--- src/logic/wtb_pkg.sv ---
// Constants and the control register layout of the watch timer with buzzer.
// Assumes one system clock (fxx) and a sub-system clock pin sampled in that domain.
package wtb_pkg;
    localparam logic [7:0] WTB_CTRL_ADDR = 8'hE6; // watch_timer_control offset
    localparam logic [7:0] WTB_CTRL_RESET = 8'h00;
    localparam int WTB_BIT_CLK_SEL = 7;
    localparam int WTB_BIT_INT_EN = 6;
    localparam int WTB_BIT_BUZ_LSB = 4;
    localparam int WTB_BIT_SPD_LSB = 2;
    localparam int WTB_BIT_ENABLE = 1;
    localparam int WTB_BIT_PEND = 0;
    // Main clock prescale to the watch clock: fxx / 2^7
    localparam int WTB_PRESCALE_DIV = 128;
    localparam int WTB_PRESCALE_W = 7;
    localparam logic [6:0] WTB_PRESCALE_LAST = 7'(WTB_PRESCALE_DIV - 1);
    // Watch clock nominal 32768 Hz; divider width covers the longest interval
    localparam int WTB_WATCH_HZ = 32768;
    localparam int WTB_DIV_W = 14;
    // Interval lengths in watch clock ticks: 0.5 s, 0.25 s, 0.125 s, 1.95 ms
    localparam int WTB_IVL_TICKS_0 = WTB_WATCH_HZ / 2;
    localparam int WTB_IVL_TICKS_1 = WTB_WATCH_HZ / 4;
    localparam int WTB_IVL_TICKS_2 = WTB_WATCH_HZ / 8;
    localparam int WTB_IVL_TICKS_3 = 64;
    // Buzzer 0.5 kHz is watch clock / 64, so divider bit 5; each code step halves
    localparam int WTB_BUZ_BASE_BIT = 5;

    typedef struct packed {
        logic clk_sel;      // 0: fxx/128, 1: sub clock
        logic int_en;
        logic [1:0] buz_sel;
        logic [1:0] spd_sel;
        logic enable;
        logic pend;
    } wtb_ctrl_t;
endpackage

--- src/logic/wtb_watch_timer.sv ---
// Watch timer with buzzer output, controlled by one 8-bit register.
// Assumes a register-addressed write/read port in the clk_sys domain and an asynchronous sub clock pin.
// How it works
// - Count clock is fxx/128 when select is 0, sub clock when 1.
// - Interrupt request leaves only while interrupt enable is 1.
// - Buzzer codes 00..11 give 0.5, 1, 2 and 4 kHz.
// - Speed codes 00..11 give 0.5 s, 0.25 s, 0.125 s, 1.95 ms intervals.
// - Pending bit reads 1 while pending; writing 0 clears it.
// - Intervals and tones come from dividing a nominal 32.768 kHz watch clock.
`timescale 1ns/1ps
module wtb_watch_timer (
    input wire logic clk_sys,        // System clock fxx, 50 MHz
    input wire logic rst_n,          // Asynchronous reset, active low
    input wire logic sub_clk,        // Sub-system oscillator clock pin
    input wire logic [7:0] reg_addr, // Register address
    input wire logic reg_wr,         // Write strobe, one cycle
    input wire logic [7:0] reg_wdata, // Write data
    input wire logic reg_rd,         // Read strobe, one cycle
    output logic [7:0] reg_rdata,    // Read data, valid the cycle after reg_rd
    output logic irq,                // Watch timer interrupt request
    output logic buzzer              // Buzzer tone output
);
    logic rst_s1;
    logic rst_s2;
    logic sub_s1;
    logic sub_s2;
    logic sub_s3;
    logic [6:0] presc;
    logic [13:0] div_cnt;
    logic tick;
    logic wrap;
    logic sub_rise;
    logic ctrl_hit;
    wtb_pkg::wtb_ctrl_t ctrl;

    // Reset released through two flops
    always_ff @(posedge clk_sys or negedge rst_n) begin
        if (!rst_n) begin
            rst_s1 <= 1'b0;
            rst_s2 <= 1'b0;
        end else begin
            rst_s1 <= 1'b1;
            rst_s2 <= rst_s1;
        end
    end

    // Sub clock pin synchroniser; edge detect looks only at the second stage onward
    always_ff @(posedge clk_sys or negedge rst_s2) begin
        if (!rst_s2) begin
            sub_s1 <= 1'b0;
            sub_s2 <= 1'b0;
            sub_s3 <= 1'b0;
        end else begin
            sub_s1 <= sub_clk;
            sub_s2 <= sub_s1;
            sub_s3 <= sub_s2;
        end
    end

    assign sub_rise = sub_s2 && !sub_s3;
    assign ctrl_hit = (reg_addr == wtb_pkg::WTB_CTRL_ADDR);

    // Main clock prescaler; held at zero while disabled
    always_ff @(posedge clk_sys or negedge rst_s2) begin
        if (!rst_s2) begin
            presc <= '0;
        end else if (!ctrl.enable) begin
            presc <= '0;
        end else begin
            presc <= presc + 7'h01;
        end
    end

    // Watch clock tick: fxx/128 or a sub clock rising edge
    assign tick = ctrl.enable && (ctrl.clk_sel ? sub_rise : (presc == wtb_pkg::WTB_PRESCALE_LAST));

    // Divider chain of the watch clock
    always_ff @(posedge clk_sys or negedge rst_s2) begin
        if (!rst_s2) begin
            div_cnt <= '0;
        end else if (!ctrl.enable) begin
            div_cnt <= '0;
        end else if (tick) begin
            div_cnt <= div_cnt + 14'h0001;
        end
    end

    // Interval end: the low bits of the divider are about to roll over
    always_comb begin
        case (ctrl.spd_sel)
            2'h0: wrap = (div_cnt[13:0] == 14'(wtb_pkg::WTB_IVL_TICKS_0 - 1));
            2'h1: wrap = (div_cnt[12:0] == 13'(wtb_pkg::WTB_IVL_TICKS_1 - 1));
            2'h2: wrap = (div_cnt[11:0] == 12'(wtb_pkg::WTB_IVL_TICKS_2 - 1));
            default: wrap = (div_cnt[5:0] == 6'(wtb_pkg::WTB_IVL_TICKS_3 - 1));
        endcase
    end

    // Control register; a hardware set of pending wins over a clearing write
    always_ff @(posedge clk_sys or negedge rst_s2) begin
        if (!rst_s2) begin
            ctrl <= wtb_pkg::WTB_CTRL_RESET;
        end else begin
            if (reg_wr && ctrl_hit) begin
                ctrl.clk_sel <= reg_wdata[wtb_pkg::WTB_BIT_CLK_SEL];
                ctrl.int_en <= reg_wdata[wtb_pkg::WTB_BIT_INT_EN];
                ctrl.buz_sel <= reg_wdata[wtb_pkg::WTB_BIT_BUZ_LSB +: 2];
                ctrl.spd_sel <= reg_wdata[wtb_pkg::WTB_BIT_SPD_LSB +: 2];
                ctrl.enable <= reg_wdata[wtb_pkg::WTB_BIT_ENABLE];
            end
            if (tick && wrap) begin
                ctrl.pend <= 1'b1;
            end else if (reg_wr && ctrl_hit && !reg_wdata[wtb_pkg::WTB_BIT_PEND]) begin
                ctrl.pend <= 1'b0;
            end
        end
    end

    // Read data registered; other addresses read as zero
    always_ff @(posedge clk_sys or negedge rst_s2) begin
        if (!rst_s2) begin
            reg_rdata <= '0;
        end else if (reg_rd && ctrl_hit) begin
            reg_rdata <= ctrl;
        end else begin
            reg_rdata <= '0;
        end
    end

    // Buzzer tone from divider bit 5..2; low while disabled since the divider is cleared
    always_ff @(posedge clk_sys or negedge rst_s2) begin
        if (!rst_s2) begin
            buzzer <= 1'b0;
        end else begin
            buzzer <= div_cnt[wtb_pkg::WTB_BUZ_BASE_BIT - int'(ctrl.buz_sel)];
        end
    end

    assign irq = ctrl.pend && ctrl.int_en;
endmodule

--- config.mk ---
export PLATFORM = sky130hd
export DESIGN_NAME = wtb_watch_timer
export DESIGN_NICKNAME = d
export VERILOG_FILES = /design/src/logic/wtb_pkg.sv /design/src/logic/wtb_watch_timer.sv
export SDC_FILE = /design/constraint.sdc
export NUM_CORES = 1
export LEC_CHECK = 0
export BUFFER_PORTS_ARGS = -buffer_cell sky130_fd_sc_hd__buf_4
export CAP_MARGIN = 15
export CORE_MARGIN = 2
export CORE_UTILIZATION = 54
export CTS_CLUSTER_DIAMETER = 50
export DETAILED_ROUTE_END_ITERATION = 12
export GPL_TIMING_DRIVEN = 0
export MAX_ROUTING_LAYER = met4
export PLACE_DENSITY = 0.86
export SYNTH_ARGS = -nofsm -noshare
export SYNTH_HDL_FRONTEND = slang
export SYNTH_SLANG_ARGS = --single-unit
--- constraint.sdc ---
create_clock -name clk_sys -period 1.7 [get_ports clk_sys]
set_input_delay 0.17 -clock clk_sys [delete_from_list [all_inputs] [get_ports clk_sys]]
set_output_delay 0.17 -clock clk_sys [all_outputs]
set_load 0.05 [all_outputs]
[After elaboration in Yosys (flattened, before gate mapping)]
Index checks and enable logic that the tools add are counted.
Word-level totals
  latch bits: 0
  memories: 0
  memory bits (read-only): 0
  logic and storage cells: 50
  input bits: 21
  output and inout bits: 10
  RAM bits: 0
  register bits: 43
Operators by class
  equality and inequality tests: 9
  divide/modulo/power cells: 0
  bitwise logic cells: 0
  shifts and indexed selects: 0
  muxes and demuxes: 11
  order comparisons: 1
  reduce and logical (&&, ||, !) cells: 11
  multipliers: 0
  add/sub/neg operators: 3
Operators by type and width (number)
  $mux 14: 2
  $add 14x1->14 const B: 1
  $eq 14x14->1 const B: 1
  $eq 13x13->1 const B: 1
  $eq 12x12->1 const B: 1
  $eq 8x8->1 const B: 1
  $mux 8: 1
  $add 7x1->7 const B: 1
  $eq 7x7->1 const B: 1
  $logic_and 1x1->1: 7
  $mux 7: 1
  $eq 6x6->1 const B: 1
  $lt 4x6->1 const B: 1
  $mux 1: 5
  $bmux 1 s4: 1
  $sub 3x2->4 const A: 1
  $pmux 1 s3: 1
  $eq 2x1->1 const B: 1
  $eq 2x2->1 const B: 1
  $logic_not 1->1: 2
  $logic_not 2->1: 1
  $ne 2x2->1 const B: 1
  $reduce_bool 2->1: 1

[Longest topological paths before layout]
  depth after elaboration: 6
  depth in mapped cells: 6
  mapped depth without buffers: 5

[Least setup slack after synthesis]
OpenSTA, ideal clock, no wires.
  kind: register to register
  start: register presc[0]
  end: register div_cnt[3]
  required time: 1.622 ns
  stages on the path, launching flop included: 7
  clock period less this slack: 1.685 ns
  library setup time: 0.078 ns
  setup slack: 0.015 ns
  buffers on the path: 1
  arrival: 1.607 ns
  cell sequence: dfrtp_1 > ha_1 > nand2_1 > o31a_1 > buf_2 > or3_1 > a21oi_1
Between the ends
  word-level cells in the longest chain between the ends: 4
RTL lines
  start, declared: RTL line wtb_watch_timer.sv:28  | logic [6:0] presc;
  start signal, assigned: RTL line wtb_watch_timer.sv:70  | presc <= presc + 7'h01;
  $eq 7x7->1: RTL line wtb_watch_timer.sv:75  | assign tick = ctrl.enable && (ctrl.clk_sel ? sub_rise : (presc == wtb_pkg::WTB_PRESCALE_LAST));
  $mux 1: RTL line wtb_watch_timer.sv:75
  $logic_and 1x1->1: RTL line wtb_watch_timer.sv:75
  $ne 2x2->1 (no line)
  end signal, assigned: RTL line wtb_watch_timer.sv:84  | div_cnt <= div_cnt + 14'h0001;
  end, declared: RTL line wtb_watch_timer.sv:29  | logic [13:0] div_cnt;
Every way passes these cells.
A chain may end at the register's enable or synchronous reset.

[Final worst setup path]
  start: register ctrl[7] (netlist bit)
  end: register div_cnt[5]
Between the ends
  word-level cells in the longest chain between the ends: 3
RTL lines
  start, declared: RTL line wtb_watch_timer.sv:34  | wtb_pkg::wtb_ctrl_t ctrl;
  start signal, assigned: RTL line wtb_watch_timer.sv:101  | ctrl <= wtb_pkg::WTB_CTRL_RESET;
  $mux 1: RTL line wtb_watch_timer.sv:75
  $logic_and 1x1->1: RTL line wtb_watch_timer.sv:75
  $ne 2x2->1 (no line)
Every way passes these cells.

==> flow_summary.toml <==
[pwr]
ir_drop_v = 0.000511
cellPowerDensity_nw_per_um2 = 761
p_leak_nw = 1.07

[critical_path]
slowest_delay_ps = 440
critPathLaunchType = "register"
crit_required_ps = 1970
slowest_stage = "dfrtp_1"
worst_ep_arrival_time_ps = 2050
path_cells = "nand2b_4 -> o31a_1 -> buf_6 -> or3_1 -> a21oi_1"
path_max_fanout = 6
crit_path_end_kind = "register"
worstSetupPathType = "register to register"

[sta]
slew_violations = 0
fin_setup_tns_ps = -353
slew_headroom = 0.432
setup_viol = 9
post-route-min-period_ps = 1790
final-hold-violation-count = 0
timing.hold.ws_ps = 23.5
worst_pin_slew_ps = 852
rsz0062_at_grt = "true"
setup_ws_ps = -86.6
skew_ps = 19.1
fmax_mhz = 560
min_period_over_period = 1.05

[die]
die_w_um = 62.0
start_util = 0.554
ios = 31
die_y_um = 62.0
dieArea_um2 = 3850
core-area_um2 = 3280
placementRows = 21

[logic_synthesis]
synth.ff_latch_count = 43
syn_nets = 181
synth_top_area_share = 0.591
synthesis.area_um2 = 1820
synthTopCellsByCount = "dfrtp_1 (43), a21oi_1 (14), and2_1 (11)"
syn_inst = 158
yosysWarningCount = 0
synth_area_leader_cell = "dfrtp_1"
synth_flop_cell = "dfrtp_1"
ys_seq_area_frac = 0.591
netlist_top_cells_area = "dfrtp_1 (59%), mux2_2 (4.3%), a21oi_1 (3.9%)"
synth_most_common_cell = "dfrtp_1"
synth_area_per_cell_um2 = 11.5
synth-edff-count = 0
synth.distinct_cells = 33
synthArstFlopShare = 1.00

[route]
drt_iter0_drc = 105
via_count = 1521
viasPerCell = 5.94
wirelength_mm = 4.45
dr.pass1.iters = 4
ant_nets = 0
routedWlPerCell_um = 17.4
drcViolationCount = 0

[placed_design]
dp_hpwl_mm = 2.55
dp.cells = 234
io_buffers = 30
routabilityCongestion = 0.817

[run]
drv_cap = 0

[cells_and_area]
drive_above_1_share = 0.367
areaGrowthSynthToFinish_pct = 30.6
final_cells = 256
nFillCells = 193
antennaDiodeCount = 0
nets = 232

[clocking]
clock-root-buffer = "clkbuf_4"
clockBufferDepth = 2
clk_latency_ps = 370
cts_buffers = 5
htreeDepth = 2
clock_sinks = 43
cts_tree = "yes"
clk_pin_slew_ps = 140

[global_routing]
grt_use_met2 = 0.363
grt_max_degree = 42
grt-busiest-layer = "met2"
grt.total_usage = 0.233
met1_usage = 0.271
grt_util_met3 = 0.0621
antenna_found_initial = 0
first_global_vias = 1382
grt_overflow = 0
grt_pass1_wl_mm = 6.18

[status]
outcome = "finished, violations left"
violations = "setup timing"

[min_path]
hold_path_class = "input pin to register"
[final timing paths]
check | startpoint | to | slack [ps] | cells after the start
worst max-delay path | ctrl[7] | div_cnt[5] | -90 | 5
worst min-delay path | reg_wdata[5] | ctrl[5] | 20 | 2
worst max register to register | ctrl[7] | div_cnt[5] | -90 | 5
worst min register to register | rst_s2 | ctrl[7] | 370 | 0
max in group asynchronous | rst_s2 | div_cnt[5] | 720 | 0
min in group asynchronous | rst_n | rst_s2 | 110 | 2
[timing repair]
action	CTS	global route
gates resized for setup	11	11
hold endpoints to repair	3	0
pin swaps	11	5
setup endpoints to repair	15	14
buffers inserted	4	7
cloned	2	0
hold buffers	2	0
[cells by family after synthesis]
logic type | after synthesis | share of synthesized area
AND/OR/NAND/NOR | 56 | 0.179
flip-flops | 43 | 0.591
AO/OA/AOI/OAI | 34 | 0.111
multiplexers | 9 | 0.0633
buffers and inverters | 9 | 0.0199
XOR/XNOR | 4 | 0.0193
adder cells (fa/ha/maj) | 2 | 0.0138
other | 1 | 0.00206
[cell type report]
class,instances,area (um^2),area share
multi-input combinational,107,782,0.329
inverter,3,11.3,0.00474
timing repair buffer,44,335,0.141
sequential,43,1080,0.454
clock inverter,3,43.8,0.0184
tap,46,57.6,0.0242
buffer,5,28.8,0.0121
clock buffer,5,37.5,0.0158
[cells in the final DEF, fill, tap and decap left out, types with 3 or more instances in the layout]
cell / count
dfrtp_2: 3
or4_1: 4
nand2_1: 5
o21ai_0: 9
nand3_1: 9
a21oi_2: 3
and2_1: 11
inv_1: 3
dfrtp_1: 40
buf_4: 42
clkbuf_4: 5
or3_1: 6
o31ai_1: 5
nor2_1: 6
mux2_2: 7
a21oi_1: 11
xor2_1: 3
[per-stage QoR]
step | setup WS [ps] | utilization | instance area (um^2) | power [W]
global placement | -152 | 0.640 | 2100 | 0.00115
detailed placement | -202 | 0.640 | 2100 | 0.00116
floorplan | 15.2 | - | 1820 | 0.00111
global route | -126 | 0.723 | 2380 | 0.00187
finish | -86.6 | 0.723 | 2380 | 0.00181
CTS | 6.35 | 0.698 | 2290 | 0.00180
[power breakdown]
group	switching [W]	leakage, nW	internal [W]	total [W]
Sequential	0.0000283	0.579	0.00104	0.00107
Clock	0.000345	0.0452	0.000310	0.000655
Combinational	0.0000335	0.449	0.0000520	0.0000855
[flip-flops by register name, summed over array words and instances (netlist names)]
| signal | flops |
|---|---|
| sub_s3 | 1 |
| rst_s1 | 1 |
| reg_rdata | 8 |
| ctrl | 8 |
| presc | 7 |
| div_cnt | 14 |
| buzzer | 1 |
| rst_s2 | 1 |
| sub_s1 | 1 |
| sub_s2 | 1 |
[metal layers]
metal	share of wire	wire length, um
met1	0.38	1680
met2	0.51	2260
met3	0.090	400
met4	0.024	106
met5	0	0
[worst max-delay path, delay by kind of cell (launching register included)]
family,cells,cell delay (ps)
buf+inv,1,170
flops,1,440
compound gates,2,590
simple gates,2,490
Note: power is estimated with default switching activity, not from simulation.
